File: src/core/uart_baud_pkg.sv
`default_nettype none
package uart_baud_pkg;

  // Register byte addresses on the plain register port
  localparam logic [7:0] ADDR_POWER_CONTROL = 8'h87;
  localparam logic [7:0] ADDR_SERIAL_CONTROL = 8'h98;
  localparam logic [7:0] ADDR_BRG_RELOAD = 8'h9a;
  localparam logic [7:0] ADDR_BAUD_CONTROL = 8'h9b;
  localparam logic [7:0] ADDR_TIMER2_CONTROL = 8'hc8;
  localparam logic [7:0] ADDR_IRQ_STATUS = 8'he8;
  localparam logic [7:0] ADDR_IRQ_MASK = 8'he9;

  // Serial control field positions
  localparam int SC_BIT7 = 7;
  localparam int SC_MODE_ONE = 6;
  localparam int SC_MULTIPROC = 5;
  localparam int SC_RX_ALLOW = 4;
  localparam int SC_TX_NINTH = 3;
  localparam int SC_RX_NINTH = 2;
  localparam int SC_TX_DONE = 1;
  localparam int SC_RX_DONE = 0;

  // Baud control field positions
  localparam int BC_RUN = 4;
  localparam int BC_TX_BRG = 3;
  localparam int BC_RX_BRG = 2;
  localparam int BC_FAST = 1;
  localparam int BC_SHIFT_SRC = 0;

  // Timer 2 control and power control field positions
  localparam int T2_RX_SEL = 5;
  localparam int T2_TX_SEL = 4;
  localparam int PC_DOUBLER = 7;
  localparam int PC_ERR_VIEW = 6;

  // Interrupt status and mask field positions
  localparam int IRQ_TX = 0;
  localparam int IRQ_RX = 1;
  localparam int IRQ_FE = 2;
  localparam int IRQ_BITS = 3;

  // Values after reset
  localparam logic [7:0] SERIAL_CONTROL_RESET = 8'h00;
  localparam logic [7:0] BRG_RELOAD_RESET = 8'h00;
  localparam logic [2:0] IRQ_RESET = 3'h0;

  // Divisors held as count limit (divisor minus one); BRG_TOP is the reload counter top
  localparam logic [5:0] SHIFT_LIMIT_STD = 6'd11;
  localparam logic [5:0] SHIFT_LIMIT_X2 = 6'd5;
  localparam logic [5:0] FIXED9_LIMIT_STD = 6'd63;
  localparam logic [5:0] FIXED9_LIMIT_DBL = 6'd31;
  localparam logic [2:0] BRG_PRESCALE_LIMIT = 3'd5;
  localparam logic [4:0] OVF_LIMIT_STD = 5'd31;
  localparam logic [4:0] OVF_LIMIT_DBL = 5'd15;
  localparam logic [4:0] T2_OVF_LIMIT = 5'd15;
  localparam logic [7:0] BRG_TOP = 8'hff;

  // Serial port operating modes
  typedef enum logic [1:0] {
    MODE_SHIFT,
    MODE_UART8_VAR,
    MODE_UART9_FIXED,
    MODE_UART9_VAR
  } mode_t;

endpackage
`default_nettype wire

File: src/core/event_divider.sv
`default_nettype none
module event_divider #(
  parameter int WIDTH = 6
) (
  input wire logic sys_clk_i,
  input wire logic rst_i,
  input wire logic en_i,
  input wire logic [WIDTH-1:0] limit_i,
  output logic tick_o
);

  logic [WIDTH-1:0] count_reg;

  // Counts enabled events, one tick per limit plus one events
  always_ff @(posedge sys_clk_i) begin
    if (rst_i) begin
      count_reg <= '0;
      tick_o <= 1'b0;
    end else begin
      tick_o <= 1'b0;
      if (en_i) begin
        if (count_reg >= limit_i) begin
          count_reg <= '0;
          tick_o <= 1'b1;
        end else begin
          count_reg <= count_reg + 1'b1;
        end
      end
    end
  end

endmodule
`default_nettype wire

File: src/core/uart_baud_select_and_control.sv
// The address-and-strobe port was left to the implementer.
`default_nettype none
module uart_baud_select_and_control (
  input wire logic sys_clk_i,
  input wire logic rst_i,
  // Register port
  input wire logic [7:0] addr_i,
  input wire logic [7:0] wdata_i,
  input wire logic wr_i,
  input wire logic rd_i,
  output logic [7:0] rdata_o,
  // Clock sources and strap
  input wire logic timer1_ovf_i,
  input wire logic timer2_ovf_i,
  input wire logic double_speed_mode_i,
  // Events from the shift datapath
  input wire logic tx_bit8_end_i,
  input wire logic tx_stop_begin_i,
  input wire logic rx_bit8_end_i,
  input wire logic rx_data_end_i,
  input wire logic rx_stop_i,
  input wire logic rx_stop_level_i,
  input wire logic rx_ninth_i,
  input wire logic rx_addr_match_i,
  // Controls to the shift datapath
  output logic tx_bit_tick_o,
  output logic rx_bit_tick_o,
  output uart_baud_pkg::mode_t mode_o,
  output logic receive_enable_o,
  output logic tx_ninth_bit_o,
  output logic multiproc_o,
  output logic frame_check_o,
  output logic irq_o
);
  import uart_baud_pkg::*;

  logic mode_bit_zero_reg, mode_bit_one_reg, multiproc_enable_reg, receive_allow_reg;
  logic tx_ninth_bit_reg, rx_ninth_bit_reg, transmit_done_flag_reg, receive_done_flag_reg;
  logic frame_error_flag_reg;
  logic [7:0] brg_reload_value_reg;
  logic brg_run_reg, tx_brg_select_reg, rx_brg_select_reg, brg_fast_select_reg, brg_shift_mode_select_reg;
  logic tx_timer2_select_reg, rx_timer2_select_reg;
  logic baud_doubler_reg, error_bit_view_select_reg;
  logic [IRQ_BITS-1:0] irq_status_reg, irq_mask_reg;
  logic [7:0] brg_count_reg;
  logic [2:0] brg_pre_reg;
  logic brg_ovf_reg;
  mode_t mode;
  logic fixed_tick, tx_var_tick, rx_var_tick;
  logic tx_src_ovf, rx_src_ovf;
  logic [4:0] tx_limit, rx_limit, ovf_limit;
  logic [5:0] fixed_limit;
  logic brg_step;
  logic wr_sc, wr_irq_status;
  logic tx_event, rx_event, rx_accept, fe_event;
  logic [7:0] serial_control_view;

  ////////////////////////////////////////////////////////////////
  // Mode decode and write decode

  always_comb begin
    unique case ({mode_bit_zero_reg, mode_bit_one_reg})
      2'b00: mode = MODE_SHIFT;
      2'b01: mode = MODE_UART8_VAR;
      2'b10: mode = MODE_UART9_FIXED;
      2'b11: mode = MODE_UART9_VAR;
    endcase
  end

  assign wr_sc = wr_i && (addr_i == ADDR_SERIAL_CONTROL);
  assign wr_irq_status = wr_i && (addr_i == ADDR_IRQ_STATUS);

  ////////////////////////////////////////////////////////////////
  // Configuration registers

  // Baud control, reload, timer 2 and power control bits
  always_ff @(posedge sys_clk_i) begin
    if (rst_i) begin
      brg_reload_value_reg <= BRG_RELOAD_RESET;
      brg_run_reg <= 1'b0;
      tx_brg_select_reg <= 1'b0;
      rx_brg_select_reg <= 1'b0;
      brg_fast_select_reg <= 1'b0;
      brg_shift_mode_select_reg <= 1'b0;
      tx_timer2_select_reg <= 1'b0;
      rx_timer2_select_reg <= 1'b0;
      baud_doubler_reg <= 1'b0;
      error_bit_view_select_reg <= 1'b0;
      irq_mask_reg <= IRQ_RESET;
    end else if (wr_i) begin
      if (addr_i == ADDR_BRG_RELOAD) begin
        brg_reload_value_reg <= wdata_i;
      end
      if (addr_i == ADDR_BAUD_CONTROL) begin
        brg_run_reg <= wdata_i[BC_RUN];
        tx_brg_select_reg <= wdata_i[BC_TX_BRG];
        rx_brg_select_reg <= wdata_i[BC_RX_BRG];
        brg_fast_select_reg <= wdata_i[BC_FAST];
        brg_shift_mode_select_reg <= wdata_i[BC_SHIFT_SRC];
      end
      if (addr_i == ADDR_TIMER2_CONTROL) begin
        tx_timer2_select_reg <= wdata_i[T2_TX_SEL];
        rx_timer2_select_reg <= wdata_i[T2_RX_SEL];
      end
      if (addr_i == ADDR_POWER_CONTROL) begin
        baud_doubler_reg <= wdata_i[PC_DOUBLER];
        error_bit_view_select_reg <= wdata_i[PC_ERR_VIEW];
      end
      if (addr_i == ADDR_IRQ_MASK) begin
        irq_mask_reg <= wdata_i[IRQ_BITS-1:0];
      end
    end
  end

  // Serial control bits that only software changes
  always_ff @(posedge sys_clk_i) begin
    if (rst_i) begin
      mode_bit_zero_reg <= SERIAL_CONTROL_RESET[SC_BIT7];
      mode_bit_one_reg <= SERIAL_CONTROL_RESET[SC_MODE_ONE];
      multiproc_enable_reg <= SERIAL_CONTROL_RESET[SC_MULTIPROC];
      receive_allow_reg <= SERIAL_CONTROL_RESET[SC_RX_ALLOW];
      tx_ninth_bit_reg <= SERIAL_CONTROL_RESET[SC_TX_NINTH];
    end else if (wr_sc) begin
      if (!error_bit_view_select_reg) begin
        mode_bit_zero_reg <= wdata_i[SC_BIT7];
      end
      mode_bit_one_reg <= wdata_i[SC_MODE_ONE];
      multiproc_enable_reg <= wdata_i[SC_MULTIPROC];
      receive_allow_reg <= wdata_i[SC_RX_ALLOW];
      tx_ninth_bit_reg <= wdata_i[SC_TX_NINTH];
    end
  end

  ////////////////////////////////////////////////////////////////
  // Internal baud generator

  assign brg_step = brg_fast_select_reg || (brg_pre_reg == BRG_PRESCALE_LIMIT);

  always_ff @(posedge sys_clk_i) begin
    if (rst_i) begin
      brg_pre_reg <= '0;
      brg_count_reg <= BRG_RELOAD_RESET;
      brg_ovf_reg <= 1'b0;
    end else begin
      brg_ovf_reg <= 1'b0;
      if (!brg_run_reg) begin
        brg_pre_reg <= '0;
        brg_count_reg <= brg_reload_value_reg;
      end else begin
        brg_pre_reg <= brg_step ? 3'd0 : brg_pre_reg + 3'd1;
        if (brg_step) begin
          if (brg_count_reg == BRG_TOP) begin
            brg_count_reg <= brg_reload_value_reg;
            brg_ovf_reg <= 1'b1;
          end else begin
            brg_count_reg <= brg_count_reg + 8'h01;
          end
        end
      end
    end
  end

  ////////////////////////////////////////////////////////////////
  // Bit clock selection

  assign fixed_limit = (mode == MODE_SHIFT) ? (double_speed_mode_i ? SHIFT_LIMIT_X2 : SHIFT_LIMIT_STD)
                                            : (baud_doubler_reg ? FIXED9_LIMIT_DBL : FIXED9_LIMIT_STD);

  assign ovf_limit = baud_doubler_reg ? OVF_LIMIT_DBL : OVF_LIMIT_STD;

  assign tx_src_ovf = tx_brg_select_reg ? brg_ovf_reg : (tx_timer2_select_reg ? timer2_ovf_i : timer1_ovf_i);
  assign tx_limit = (!tx_brg_select_reg && tx_timer2_select_reg) ? T2_OVF_LIMIT : ovf_limit;

  assign rx_src_ovf = rx_brg_select_reg ? brg_ovf_reg : (rx_timer2_select_reg ? timer2_ovf_i : timer1_ovf_i);
  assign rx_limit = (!rx_brg_select_reg && rx_timer2_select_reg) ? T2_OVF_LIMIT : ovf_limit;

  event_divider #(.WIDTH(6)) fixed_div (
    .sys_clk_i(sys_clk_i),
    .rst_i(rst_i),
    .en_i(1'b1),
    .limit_i(fixed_limit),
    .tick_o(fixed_tick)
  );

  event_divider #(.WIDTH(5)) tx_div (
    .sys_clk_i(sys_clk_i),
    .rst_i(rst_i),
    .en_i(tx_src_ovf),
    .limit_i(tx_limit),
    .tick_o(tx_var_tick)
  );

  event_divider #(.WIDTH(5)) rx_div (
    .sys_clk_i(sys_clk_i),
    .rst_i(rst_i),
    .en_i(rx_src_ovf),
    .limit_i(rx_limit),
    .tick_o(rx_var_tick)
  );

  // Bit ticks per mode, registered to the datapath
  always_ff @(posedge sys_clk_i) begin
    if (rst_i) begin
      tx_bit_tick_o <= 1'b0;
      rx_bit_tick_o <= 1'b0;
    end else begin
      unique case (mode)
        MODE_SHIFT: begin
          tx_bit_tick_o <= brg_shift_mode_select_reg ? brg_ovf_reg : fixed_tick;
          rx_bit_tick_o <= brg_shift_mode_select_reg ? brg_ovf_reg : fixed_tick;
        end
        MODE_UART9_FIXED: begin
          tx_bit_tick_o <= fixed_tick;
          rx_bit_tick_o <= fixed_tick;
        end
        MODE_UART8_VAR, MODE_UART9_VAR: begin
          tx_bit_tick_o <= tx_var_tick;
          rx_bit_tick_o <= rx_var_tick;
        end
      endcase
    end
  end

  ////////////////////////////////////////////////////////////////
  // Hardware flags

  assign tx_event = (mode == MODE_SHIFT) ? tx_bit8_end_i : tx_stop_begin_i;

  // receive done moment; gated by receive allow
  always_comb begin
    if (mode == MODE_SHIFT) begin
      rx_event = receive_allow_reg && rx_bit8_end_i;
    end else begin
      rx_event = receive_allow_reg && (error_bit_view_select_reg ? rx_stop_i : rx_data_end_i);
    end
  end

  always_comb begin
    if (!multiproc_enable_reg || mode == MODE_SHIFT) begin
      rx_accept = 1'b1;
    end else if (mode == MODE_UART8_VAR) begin
      rx_accept = rx_stop_level_i && rx_addr_match_i;
    end else begin
      rx_accept = rx_ninth_i && rx_addr_match_i;
    end
  end

  assign fe_event = receive_allow_reg && error_bit_view_select_reg && rx_stop_i && !rx_stop_level_i &&
                    (mode != MODE_SHIFT);

  // Flags: hardware set wins over software write
  always_ff @(posedge sys_clk_i) begin
    if (rst_i) begin
      transmit_done_flag_reg <= SERIAL_CONTROL_RESET[SC_TX_DONE];
      receive_done_flag_reg <= SERIAL_CONTROL_RESET[SC_RX_DONE];
      rx_ninth_bit_reg <= SERIAL_CONTROL_RESET[SC_RX_NINTH];
      frame_error_flag_reg <= 1'b0;
    end else begin
      if (wr_sc) begin
        transmit_done_flag_reg <= wdata_i[SC_TX_DONE];
        receive_done_flag_reg <= wdata_i[SC_RX_DONE];
        rx_ninth_bit_reg <= wdata_i[SC_RX_NINTH];
        if (error_bit_view_select_reg && !wdata_i[SC_BIT7]) begin
          frame_error_flag_reg <= 1'b0;
        end
      end
      if (tx_event) begin
        transmit_done_flag_reg <= 1'b1;
      end
      if (rx_event && rx_accept) begin
        receive_done_flag_reg <= 1'b1;
        if (mode == MODE_UART9_FIXED || mode == MODE_UART9_VAR) begin
          rx_ninth_bit_reg <= rx_ninth_i;
        end else if (mode == MODE_UART8_VAR) begin
          rx_ninth_bit_reg <= rx_stop_level_i;
        end
      end
      if (fe_event) begin
        frame_error_flag_reg <= 1'b1;
      end
    end
  end

  ////////////////////////////////////////////////////////////////
  // Interrupt status and output

  // Sticky status, write one to clear, set wins
  always_ff @(posedge sys_clk_i) begin
    if (rst_i) begin
      irq_status_reg <= IRQ_RESET;
    end else begin
      irq_status_reg <= (irq_status_reg & ~(wr_irq_status ? wdata_i[IRQ_BITS-1:0] : IRQ_RESET)) |
                        {fe_event, rx_event && rx_accept, tx_event};
    end
  end

  // Level interrupt from unmasked status
  always_ff @(posedge sys_clk_i) begin
    if (rst_i) begin
      irq_o <= 1'b0;
    end else begin
      irq_o <= |(irq_status_reg & irq_mask_reg);
    end
  end

  ////////////////////////////////////////////////////////////////
  // Read path and datapath controls

  // bit 7 shows error or mode bit
  assign serial_control_view = {error_bit_view_select_reg ? frame_error_flag_reg : mode_bit_zero_reg,
                                mode_bit_one_reg, multiproc_enable_reg, receive_allow_reg,
                                tx_ninth_bit_reg, rx_ninth_bit_reg, transmit_done_flag_reg,
                                receive_done_flag_reg};

  // Read data one cycle after the strobe, zero otherwise
  always_ff @(posedge sys_clk_i) begin
    if (rst_i) begin
      rdata_o <= 8'h00;
    end else if (rd_i) begin
      unique case (addr_i)
        ADDR_SERIAL_CONTROL: rdata_o <= serial_control_view;
        ADDR_BRG_RELOAD: rdata_o <= brg_reload_value_reg;
        ADDR_BAUD_CONTROL: rdata_o <= {3'h0, brg_run_reg, tx_brg_select_reg, rx_brg_select_reg,
                                       brg_fast_select_reg, brg_shift_mode_select_reg};
        ADDR_TIMER2_CONTROL: rdata_o <= {2'h0, rx_timer2_select_reg, tx_timer2_select_reg, 4'h0};
        ADDR_POWER_CONTROL: rdata_o <= {baud_doubler_reg, error_bit_view_select_reg, 6'h00};
        ADDR_IRQ_STATUS: rdata_o <= {5'h00, irq_status_reg};
        ADDR_IRQ_MASK: rdata_o <= {5'h00, irq_mask_reg};
        default: rdata_o <= 8'h00;
      endcase
    end else begin
      rdata_o <= 8'h00;
    end
  end

  // Registered controls to the datapath
  always_ff @(posedge sys_clk_i) begin
    if (rst_i) begin
      mode_o <= MODE_SHIFT;
      receive_enable_o <= 1'b0;
      tx_ninth_bit_o <= 1'b0;
      multiproc_o <= 1'b0;
      frame_check_o <= 1'b0;
    end else begin
      mode_o <= mode;
      receive_enable_o <= receive_allow_reg;
      // ninth transmit bit in modes 2,3
      tx_ninth_bit_o <= tx_ninth_bit_reg && (mode == MODE_UART9_FIXED || mode == MODE_UART9_VAR);
      multiproc_o <= multiproc_enable_reg && (mode != MODE_SHIFT);
      frame_check_o <= error_bit_view_select_reg && (mode != MODE_SHIFT);
    end
  end

endmodule
`default_nettype wire

File: config.mk
export PLATFORM = sky130hd
export DESIGN_NAME = uart_baud_select_and_control
export DESIGN_NICKNAME = d
export VERILOG_FILES = /design/src/core/uart_baud_pkg.sv /design/src/core/event_divider.sv /design/src/core/uart_baud_select_and_control.sv
export SDC_FILE = /design/constraint.sdc
export NUM_CORES = 1
export LEC_CHECK = 0
export BUFFER_PORTS_ARGS = -buffer_cell sky130_fd_sc_hd__buf_2
export CORE_MARGIN = 2
export CORE_UTILIZATION = 45
export CTS_BUF_LIST = sky130_fd_sc_hd__clkbuf_2
export DETAILED_ROUTE_END_ITERATION = 10
export SETUP_SLACK_MARGIN = 0.4
export SLEW_MARGIN = 15
export SYNTH_ARGS = -nofsm -noshare
export SYNTH_HDL_FRONTEND = slang
export SYNTH_SLANG_ARGS = --single-unit
File: constraint.sdc
create_clock -name sys_clk_i -period 3.1 [get_ports sys_clk_i]
set_input_delay 0.31 -clock sys_clk_i [delete_from_list [all_inputs] [get_ports sys_clk_i]]
set_output_delay 0.31 -clock sys_clk_i [all_outputs]
set_load 0.01 [all_outputs]
After elaboration in Yosys (flattened, before gate mapping) --
Index checks and enable logic that the tools add are counted.
Storage, ports and cells: register bits 80, memory bits (read-only) 0, bits in writable memories 0, bits in latches 0, memories kept 0
Operators by class: multiply operators 0, eq/ne operators 16, shifts and indexed selects 0, reduce and logical (&&, ||, !) cells 47, muxes and demuxes 42, $lt $le $gt $ge 3, $add $sub $neg 5, div/mod/pow operators 0, bitwise gates (word level) 10
Operators by type and width (count):
- == test 8 bit, second input constant | 8
- one-hot mux 8 bit (7 select lines) | 1
- two-way mux 1 bit | 26
- two-way mux 5 bit | 5
- two-way mux 8 bit | 3
- logical AND 1 bit | 17
- AND reduction 2 bit | 7
- two-way mux 6 bit | 2
- adder 5 x 1 -> 5 bit, second input constant | 2
- greater-or-equal comparator 5 bit | 2
- nonzero test 2 bit | 5
- OR reduction 2 bit | 5
- OR reduction 3 bit | 3
- adder 8 x 1 -> 8 bit, second input constant | 1
- == test 2 bit, second input constant | 4
- one-hot mux 2 bit (4 select lines) | 1
- adder 6 x 1 -> 6 bit, second input constant | 1
- AND 3 bit | 2
- greater-or-equal comparator 6 bit | 1
- inverter 1 bit | 6
- one-hot mux 1 bit (3 select lines) | 2
- zero test 1 bit | 5
- == test 2 x 1 -> 1 bit, second input constant | 2
- zero test 2 bit | 2
- 8 further kinds | 10

Logic depth before layout (Yosys ltp) --
Gate-level depths: netlist (run 1).
word-level depth 7, mapped depth 9

By module --
A second synthesis (run 1) with hierarchy kept.
Unflattened totals: cells, all modules 468, area, all modules 4251.6 sq um
By module, submodules not included:
- uart_baud_select_and_control | instances 1, cells an instance 329, area each 2944.1 sq um, seq. area each 1221.2 sq um
- event_divider at rx_div ... | instances 2, cells an instance 46, area each 422.9 sq um, seq. area each 120.1 sq um
- event_divider at fixed_div | instances 1, cells an instance 47, area each 461.7 sq um, seq. area each 140.1 sq um

Worst setup path before layout (run 1) --
OpenSTA, ideal clock, no wires.
kind reg2reg, from reg mode_bit_zero_reg, to reg fixed_div.count_reg[0], stages on the path, launching flop included 10, slack 0.731 ns, buffers on the path 2, arrival 2.255 ns, path through dfxtp_1 buf_2 nor2_1 clkbuf_1 and2_1 ha_1 a21oi_1 o21ai_0 maj3_1 a2111oi_0
On the way: word-level cells in the longest chain between the ends 6
RTL lines:
- from (decl) | RTL line uart_baud_select_and_control.sv:37 | logic mode_bit_zero_reg, mode_bit_one_reg, multiproc_enable_reg, receive_allow_reg;
- from (signal assigned) | RTL line uart_baud_select_and_control.sv:118 | mode_bit_zero_reg <= SERIAL_CONTROL_RESET[SC_BIT7];
- from (signal assigned) | RTL line uart_baud_select_and_control.sv:125 | mode_bit_zero_reg <= wdata_i[SC_BIT7];
- == test 2 bit, or another cell as far along | RTL line uart_baud_select_and_control.sv:62 | unique case ({mode_bit_zero_reg, mode_bit_one_reg})
- one-hot mux 2 bit (4 select lines) * | RTL line uart_baud_select_and_control.sv:62
- zero test 2 bit * | RTL line uart_baud_select_and_control.sv:166 | assign fixed_limit = (mode == MODE_SHIFT) ? (double_speed_mode_i ? SHIFT_LIMIT_X2 : SHIFT_LIMIT_STD)
- two-way mux 6 bit * | RTL line uart_baud_select_and_control.sv:166
- greater-or-equal comparator 6 bit * | RTL line event_divider.sv:22 | if (count_reg >= limit_i) begin
- OR reduction 2 bit (no line) *
- to (signal assigned) | RTL line event_divider.sv:26 | count_reg <= count_reg + 1'b1;
- to (decl) | RTL line event_divider.sv:12 | logic [WIDTH-1:0] count_reg;
Mark *: on every way between the ends. The rest lies on a longest branch, timed or not. A chain may end at the register's enable or synchronous reset.

Final worst setup path (run 1) --
from reg mode_bit_zero_reg, to reg fixed_div.count_reg[3]
The elaborated chain is that of the path after synthesis.

==> results.py, run 1 <==
metrics = {
    "outcome": {
        "status": "finished clean",
    },
    "synth": {
        "synth_edf_count": 0,
        "synth_top_area_share": 0.413,
        "ys_ff_latch": 80,
        "postSynthAreaPerCell_um2": 9.36,
        "synthDistinctLibCells": 50,
        "postSynth.asyncResetShare": 0,
        "synth_flop_cell": "dfxtp_1",
        "yosysTopAreaCell": "dfxtp_1",
        "synth_commonest_cells": "dfxtp_1, nor2_1, mux2i_1",
        "synth_cells": 414,
        "syn_nets": 457,
        "synth-seq-area-share": 0.413,
        "yosysWarnings": 0,
        "ys_top_cells_by_area": "dfxtp_1, mux2i_1, nor2_1",
        "syn-cell-area_mm2": 0.00387,
        "yosysMostFrequentCell": "dfxtp_1",
    },
    "min_path": {
        "min_path_type": "input port to flip-flop",
    },
    "worst_setup_path": {
        "cp_data_required_time_ns": 3.49,
        "arrival_ns": 2.77,
        "crit_type": "flip-flop to flip-flop",
        "crit_path_max_fanout": 9,
        "end_kind": "flip-flop",
        "cp-start-kind": "flip-flop",
    },
    "global_routing": {
        "grt_first_pass_wirelength_um": 15700,
        "grt_use_total": 0.207,
        "grt_overflow_total": 0,
        "grt_start_max_net_pins": 41,
        "grt_pass1_vias": 3165,
        "antenna_found_initial": 1,
    },
    "sta": {
        "layout_min_cycle_time_ns": 2.38,
        "fin_setup_tns_ns": 0,
        "clock_skew_ns": 0.0221,
        "slew_headroom": 0.471,
        "tightest_slew_ns": 0.794,
        "setup_viol": 0,
        "hold_violations": 0,
        "maxSlewViolCount": 0,
        "rsz0062_at_grt": "no",
        "period_share": 0.768,
        "clock.fmax_mhz": 420,
        "hold_slack_ns": 0.0833,
    },
    "power_and_ir_drop": {
        "ir_worst_vdd_v": 0.000256,
        "power.share.sequential": 0.615,
        "power.density_mw_per_mm2": 401,
        "p_total_uw": 1720,
        "p_sw_frac": 0.257,
        "p_leak_uw": 0.00189,
        "intPower_uw": 1280,
        "clkPwrFrac": 0.312,
        "p_switching_uw": 442,
        "comb_power_share": 0.073,
    },
    "clock_tree": {
        "cts_sinks": 80,
        "cts_max_path_buffers": 2,
        "cts.clk_slew.worst_paths_ns": 0.21,
        "cts-resized-gates": 0,
        "root_buffer": "clkbuf_2",
        "cts_tree": "built",
        "cts_setup_buffers": 0,
        "clk_latency_ns": 0.49,
        "htreeDepth": 3,
        "cts_hold_buf": 0,
        "cts_buffers": 9,
    },
    "die": {
        "top_level_ports": 48,
        "die_area_mm2": 0.00937,
        "die_w_um": 96.8,
        "die_h_um": 96.8,
        "core_mm2": 0.00830,
        "num_rows": 33,
        "start_util": 0.467,
    },
    "run": {
        "maxCapViolations": 0,
    },
    "drt": {
        "routed_wl_um": 9310,
        "ant_nets": 0,
        "first_pass_iters": 6,
        "route.detailed.drc": 0,
        "wl_per_cell_um": 16.4,
        "num_vias": 3183,
        "viasPerCell": 5.61,
        "drt_iter0_markers": 149,
    },
    "cells_and_area": {
        "multi_input_area_mm2": 0.00216,
        "nFillCells": 813,
        "nets": 500,
        "ff_latch_area_mm2": 0.00160,
        "layout-drive-gt1-share": 0.177,
        "area_delta_synth_final_pct": 10.8,
        "diodes": 0,
    },
    "placed_design": {
        "hpwl_um": 6770,
        "port_buffers": 47,
        "gp_congestion": 0.912,
    },
}
## critical path, stage by stage (launching register included)
cell and delay, ns:
dfxtp_1 0.53, nor2_1 0.10, and2_1 0.17, ha_1 0.28, a21oi_1 0.14, o21ai_0 0.15
maj3_1 0.46, a2111oi_0 0.44
## per-layer routing
layer | vias to the layer above | routed length (um) | track usage
met4 | 0 | 124 | 0.0574
met2 | 56 | 4400 | 0.336
met3 | 6 | 409 | 0.0549
li1 | 1604 | - | -
met5 | - | 0 | 0
met1 | 1517 | 4380 | 0.271
## final timing paths
kind	from	end	slack, ns	cells after the start
worst min register to register	rx_div.tick_o	rx_bit_tick_o	0.49	1
worst min-delay path	wdata_i[6]	brg_reload_value_reg[6]	0.08	3
worst max register to register	mode_bit_zero_reg	fixed_div.count_reg[3]	0.72	7
worst max-delay path	mode_bit_zero_reg	fixed_div.count_reg[3]	0.72	7
## cells by family (layout without fill, tap and decap cells)
kind of cell / Yosys count / in the layout / synth area share
and+or+nand+nor: 150 / 150 / 0.215
xor gates and xnor gates: 15 / 15 / 0.0339
muxes: 42 / 42 / 0.112
buffers and inverters: 28 / 76 / 0.0297
adders and majority gates: 13 / 13 / 0.0413
AOI/OAI and AO/OA: 86 / 86 / 0.154
DFF: 80 / 80 / 0.413
## placed cells by master (no fill, tap or decap), types with 3 or more instances in the layout
master / n
dfxtp_1: 80
buf_2: 47
nor2_1: 45
mux2i_1: 33
a21oi_1: 19
o21ai_0: 17
nand2_1: 16
and3_1: 16
nor3_1: 12
ha_1: 12
inv_1: 11
nor2b_1: 11
nand3_1: 11
xor2_1: 11
clkbuf_2: 10
and2_1: 9
a31oi_1: 9
mux2_2: 8
o211ai_1: 7
nor3b_1: 6
a21o_1: 5
a2111oi_0: 5
nand4b_1: 5
a22oi_1: 5
nand2b_1: 4
xnor2_1: 4
a32oi_1: 3
or4_1: 3
a211oi_1: 3
nand4_1: 3
## per-stage QoR
| step | area [um^2] | instances | worst slack (ns) | utilization |
|---|---|---|---|---|
| global placement | 4180 | 551 | 0.886 | 0.504 |
| finish | 4290 | 567 | 0.719 | 0.517 |
| detailed placement | 4180 | 551 | 0.775 | 0.504 |
| floorplan | 3870 | 414 | 0.731 | - |
| global route | 4290 | 567 | 0.427 | 0.517 |
| CTS | 4290 | 567 | 0.729 | 0.517 |
## power groups by stage
stage / combinational [uW] / sequential, uW / clock, uW
CTS: 126 / 1060 / 559
global placement: 124 / 1080 / 0
finish: 126 / 1060 / 538
global route: 140 / 1060 / 604
floorplan: 75.4 / 1080 / 0
detailed placement: 125 / 1080 / 0
## cell type report
class                      count  area share
multi-input combinational    306       0.503
sequential                    80       0.373
timing repair buffer          49      0.0583
tap                          105      0.0306
clock inverter                 6      0.0140
clock buffer                  10      0.0117
inverter                      11     0.00962
Power figures use the tool's default switching activity.
==> run 2: changes to the inputs <==
ABC_AREA = 1   (was not set)
clock period = 2.2 ns   (was 3.1 ns; I/O delays follow)
==> run 2 against run 1 <==
Effect of this change:
- area after synthesis increased by 1.5%
- hold slack worse by 0.0052 ns
- sequential cell count is the same
- total power grew 43%
- cell count up 29%
- final area grew 4.4%
- clock-buffer cell count grew 1
- die area increased by 1.5%
- critical path type unchanged
- largest cell class unchanged
- largest power group unchanged
==> results.py, run 2 <==
metrics = {
    "worst_setup_path": {
        "end_kind": "flip-flop",
        "cp-start-kind": "flip-flop",
        "r2r-start": "mode_bit_zero_reg",
        "r2r_slack_ns": 0.52,
        "cp_data_required_time_ns": 2.65,
        "crit_type": "flip-flop to flip-flop",
        "crit_path_max_fanout": 8,
        "rr_worst_depth": 9,
        "r2r-end": "fixed_div.count_reg[4]",
        "arrival_ns": 2.13,
    },
    "die": {
        "top_level_ports": 48,
        "die_h_um": 97.5,
        "num_rows": 34,
        "die_area_mm2": 0.00951,
        "die_w_um": 97.5,
        "start_util": 0.458,
        "core_mm2": 0.00859,
    },
    "synth": {
        "syn-cell-area_mm2": 0.00393,
        "synth_cells": 557,
        "synthDistinctLibCells": 37,
        "yosysTopAreaCell": "dfxtp_1",
        "yosysWarnings": 0,
        "syn_nets": 600,
        "synth_commonest_cells": "nand2_1, nor2_1, dfxtp_1",
        "yosysMostFrequentCell": "nand2_1",
        "synth_flop_cell": "dfxtp_1",
        "ys_top_cells_by_area": "dfxtp_1, nand2_1, nor2_1",
        "synth-seq-area-share": 0.407,
        "synth_top_area_share": 0.407,
        "ys_ff_latch": 80,
        "postSynth.asyncResetShare": 0,
        "postSynthAreaPerCell_um2": 7.06,
        "synth_edf_count": 0,
    },
    "cells_and_area": {
        "final_common_cell": "nand2_1",
        "final_util": 0.522,
        "mostFrequentLayoutCells": "nand2_1, nor2_1, dfxtp_1, inv_1, nand3_1",
        "nFillCells": 886,
        "fin_cells": 729,
        "multi_input_area_mm2": 0.00205,
        "diodes": 0,
        "area_delta_synth_final_pct": 14.0,
        "ff_latch_area_mm2": 0.00161,
        "layout-drive-gt1-share": 0.167,
        "nets": 660,
    },
    "placed_design": {
        "placed_cells": 705,
        "hpwl_um": 7500,
        "gp_congestion": 0.828,
        "port_buffers": 47,
    },
    "sta": {
        "rsz0062_at_grt": "no",
        "slew_headroom": 0.705,
        "layout_min_cycle_time_ns": 1.68,
        "hold_violations": 0,
        "period_share": 0.765,
        "setup_viol": 0,
        "maxSlewViolCount": 0,
        "tightest_slew_ns": 0.438,
        "fin_setup_tns_ns": 0,
        "clock.fmax_mhz": 594,
        "clock_skew_ns": 0.0227,
    },
    "drt": {
        "ant_nets": 0,
        "route.detailed.drc": 0,
        "routed_wl_um": 9730,
        "num_vias": 3603,
        "wl_per_cell_um": 13.3,
        "first_pass_iters": 5,
        "drt_iter0_markers": 144,
        "viasPerCell": 4.94,
    },
    "clock_tree": {
        "cts.clk_slew.worst_paths_ns": 0.22,
        "cts_sinks": 80,
        "cts_setup_buffers": 0,
        "cts_max_path_buffers": 2,
        "cts_buffers": 9,
        "htreeDepth": 3,
        "cts_tree": "built",
        "root_buffer": "clkbuf_2",
        "clk_latency_ns": 0.52,
    },
    "min_path": {
        "holdPathEnd": "tx_timer2_select_reg",
        "min_path_type": "input port to flip-flop",
        "hold_depth": 3,
        "worstHoldStart": "wr_i",
    },
    "global_routing": {
        "grt_use_total": 0.210,
        "grt_start_max_net_pins": 33,
        "antenna_found_initial": 0,
        "grt_overflow_total": 0,
        "grt_first_pass_wirelength_um": 16200,
        "grt_pass1_vias": 3344,
    },
    "power_and_ir_drop": {
        "p_total_uw": 2460,
        "p_leak_uw": 0.00201,
        "power.density_mw_per_mm2": 549,
        "ir_worst_vdd_v": 0.000359,
    },
    "run": {
        "maxCapViolations": 0,
    },
    "outcome": {
        "status": "finished clean",
    },
}
==> run 2: metal layers <==
layer,track usage,up-vias,part of all wire
met1,0.285,1597,0.48
met2,0.340,71,0.45
li1,-,1919,-
met3,0.0353,16,0.047
met4,0.0726,0,0.020
met5,0,-,0
==> run 2: stage by stage <==
stage          hold slack, ns  setup slack (ns)  instance area, um^2
6_report               0.0781             0.518                 4480
5_1_grt                0.0744             0.411                 4480
4_1_cts                0.0451             0.405                 4470
3_5_place_dp            0.450             0.464                 4280
3_3_place_gp            0.432             0.558                 4280
2_1_floorplan           0.348             0.665                 3930
==> run 2: kinds of logic after synthesis <==
family / share of synthesized area
buffers and inverters: 0.0735
AO/OA/AOI/OAI: 0.115
AND/OR/NAND/NOR: 0.346
flip-flops: 0.407
adder cells (fa/ha/maj): 0.0382
XOR/XNOR: 0.0200
==> run 2: where the power goes <==
| part | switching [uW] | leakage [uW] | internal, uW | total [uW] |
|---|---|---|---|---|
| sequential | 16.7 | 0.000648 | 1470 | 1490 |
| combinational | 126 | 0.00129 | 77.3 | 203 |
| clock | 508 | 0.0000654 | 260 | 769 |
==> run 2: repair_timing <==
action / 4_1_cts / 5_1_grt
endpoints found under the setup margin: 0 / 7
hold buffers: 9 / 0
resized for setup: 0 / 5
hold endpoints to repair: 22 / 0
==> run 2: worst max-delay path: stages (launching register included) <==
cell and delay (ns):
dfxtp_2 0.40, inv_2 0.14, nand2_4 0.10, nor2_1 0.15, ha_1 0.25, a21oi_1 0.17
inv_1 0.05, nand2_1 0.12, nand3_4 0.12, a21oi_2 0.11
==> run 2: worst max-delay path by stage <==
stage | cells past startpoint | slack, ns | end | startpoint
after floorplan | 9 | 0.66 | fixed_div.count_reg[4] | mode_bit_one_reg
after global placement | 9 | 0.56 | fixed_div.count_reg[4] | mode_bit_one_reg
after detailed placement | 9 | 0.46 | fixed_div.count_reg[4] | mode_bit_one_reg
after CTS | 9 | 0.40 | fixed_div.count_reg[4] | mode_bit_one_reg
after global routing | 9 | 0.41 | fixed_div.count_reg[0] | mode_bit_zero_reg
final | 9 | 0.52 | fixed_div.count_reg[4] | mode_bit_zero_reg
==> run 2: cell type report <==
type | count | share of cell area
Clock buffer | 11 | 0.0123
Multi-Input combinational cell | 403 | 0.457
Timing Repair Buffer | 59 | 0.0776
Clock inverter | 4 | 0.0103
Tap cell | 108 | 0.0301
Inverter | 64 | 0.0541
Sequential cell | 80 | 0.358
==> run 3: changes to the inputs <==
clock period = 1.76 ns   (was 2.2 ns; I/O delays follow)
==> run 3 against run 2 <==
Effect of this change:
- die area unchanged
- combinational power rose by 46%
- clock-buffer cell count is 2 lower
- clock skew grew 0.0078 ns
- global-route usage grew 0.87 points
- total power rose by 46%
- sequential cell count did not move
- setup slack got worse by 0.25 ns
- first-iteration DRC count grew 31%
- critical endpoint unchanged
==> results.py, run 3 (synthesis results as in run 2) <==
metrics = {
    "outcome": {
        "status": "finished clean",
    },
    "worst_setup_path": {
        "cp_cell_sequence": "inv_4, nand2_8, nor2_4, ha_4, a21oi_2, nor2_1, nor2_2, nand3_4, a21oi_2",
        "crit_path_max_fanout": 6,
        "crit_path_max_incr_delay_ns": 0.41,
        "end_kind": "flip-flop",
        "slowest_stage": "dfxtp_4",
        "arrival_ns": 1.98,
        "cp_data_required_time_ns": 2.25,
        "crit_type": "flip-flop to flip-flop",
        "crit_family": "simple AND/OR/NAND/NOR gates",
        "crit_top_cell": "a21oi_2",
        "critical_path_buf_inv_count": 1,
        "cp-start-kind": "flip-flop",
    },
    "global_routing": {
        "grt_start_max_net_pins": 33,
        "grt_overflow_total": 0,
        "antenna_found_initial": 0,
        "grt_first_pass_wirelength_um": 16900,
        "grt_pass1_vias": 3586,
        "grt_use_total": 0.219,
    },
    "placed_design": {
        "hpwl_um": 7370,
        "port_buffers": 47,
        "gp_congestion": 0.868,
        "placed_area_mm2": 0.00432,
    },
    "die": {
        "start_util": 0.458,
        "die_area_mm2": 0.00951,
        "num_rows": 34,
        "top_level_ports": 48,
        "die_h_um": 97.5,
        "die_w_um": 97.5,
        "core_mm2": 0.00859,
    },
    "sta": {
        "fin_setup_tns_ns": 0,
        "slew_headroom": 0.724,
        "clock.fmax_mhz": 671,
        "maxSlewViolCount": 0,
        "clock_skew_ns": 0.0305,
        "layout_min_cycle_time_ns": 1.49,
        "setup_viol": 0,
        "period_share": 0.847,
        "rsz0062_at_grt": "yes",
        "hold_slack_ns": 0.0657,
        "tightest_slew_ns": 0.413,
        "hold_violations": 0,
    },
    "power_and_ir_drop": {
        "p_leak_uw": 0.00223,
        "comb_power_share": 0.083,
        "power.density_mw_per_mm2": 709,
        "p_sw_frac": 0.243,
        "clkPwrFrac": 0.400,
        "ir_worst_vdd_v": 0.000515,
        "intPower_uw": 2720,
        "power.share.sequential": 0.517,
        "p_switching_uw": 874,
    },
    "cells_and_area": {
        "nFillCells": 823,
        "multi_input_area_mm2": 0.00229,
        "nets": 687,
        "final_area_mm2": 0.00507,
        "final_common_cell": "nand2_1",
        "ff_latch_area_mm2": 0.00163,
        "diodes": 0,
        "final_util": 0.590,
        "mostFrequentLayoutCells": "nand2_1, nor2_1, dfxtp_1, inv_1, nand3_1",
        "layout-drive-gt1-share": 0.288,
        "area_delta_synth_final_pct": 28.8,
    },
    "drt": {
        "route.detailed.drc": 0,
        "ant_nets": 0,
        "wl_per_cell_um": 13.8,
        "drt_iter0_markers": 189,
        "num_vias": 3831,
        "viasPerCell": 5.06,
        "routed_wl_um": 10400,
        "first_pass_iters": 5,
    },
    "clock_tree": {
        "cts_sinks": 80,
        "cts_max_path_buffers": 2,
        "clk_latency_ns": 0.55,
        "htreeDepth": 3,
        "cts_buffers": 9,
        "cts_tree": "built",
        "root_buffer": "clkbuf_2",
        "cts.clk_slew.worst_paths_ns": 0.25,
    },
    "run": {
        "maxCapViolations": 0,
    },
    "min_path": {
        "min_path_type": "input port to flip-flop",
    },
}
==> run 3: cell types whose count changed in the layout (fill, tap and decap cells not counted), moves of 4 or more <==
cell           change
nand2_2            +9
dfxtp_2            +9
inv_2              +4
a21oi_1            -8
dfxtp_1           -12
buf_4             +18
ha_4               +4
nand2_1            -9
nor2_1             -9
ha_1               -4
inv_1              -7
a21oi_2            +7
dlygate4sd3_1      +6
nor2_2             +6
==> run 3: through the flow <==
stage / std cells / power, uW / worst slack [ns]
detailed placement: 708 / 2130 / 0.202
finish: 757 / 3590 / 0.270
global route: 757 / 3750 / 0.176
CTS: 749 / 3600 / 0.224
floorplan: 557 / 2030 / 0.353
global placement: 708 / 2130 / 0.238
==> run 3: power by group through the flow <==
| stage | sequential [uW] | clock (uW) | combinational, uW |
|---|---|---|---|
| 2_1_floorplan | 1890 | 0 | 144 |
| 3_3_place_gp | 1890 | 0 | 234 |
| 3_5_place_dp | 1890 | 0 | 238 |
| 4_1_cts | 1860 | 1470 | 272 |
| 5_1_grt | 1870 | 1550 | 330 |
| 6_report | 1860 | 1440 | 296 |
==> run 3: worst min-delay path, cell delays in order <==
cell     delay, ns
buf_2         0.08
or2_2         0.10
o21ai_2       0.08
a21oi_1       0.14
==> run 3: routing by layer <==
| layer | vias to the layer above | global-route usage | wire [um] |
|---|---|---|---|
| li1 | 1980 | - | - |
| met1 | 1747 | 0.291 | 4820 |
| met2 | 85 | 0.363 | 4950 |
| met3 | 19 | 0.0396 | 461 |
| met4 | 0 | 0.0662 | 180 |
| met5 | - | 0 | 0 |
==> run 3: repair_timing <==
| action | 4_1_cts | 5_1_grt |
|---|---|---|
| pin swaps | 13 | 26 |
| gates cloned | 1 | 0 |
| endpoints found under the hold margin | 34 | 2 |
| setup endpoints to repair | 28 | 37 |
| resized for setup | 24 | 54 |
| buffers inserted | 10 | 7 |
| hold buffers | 14 | 1 |
==> run 3: final timing paths <==
kind | from | endpoint | slack, ns | cells after the start
hold reg to reg | brg_pre_reg[0] | brg_pre_reg[0] | 0.48 | 1
hold / removal | tx_stop_begin_i | irq_status_reg[0] | 0.07 | 4
setup / recovery | mode_bit_one_reg | fixed_div.count_reg[4] | 0.27 | 9
setup reg to reg | mode_bit_one_reg | fixed_div.count_reg[4] | 0.27 | 9
==> run 3: final cells by class <==
class,instances,area share
sequential,80,0.321
clock buffer,9,0.00889
timing repair buffer,85,0.113
inverter,64,0.0499
multi-input combinational,404,0.452
clock inverter,7,0.0281
tap,108,0.0267
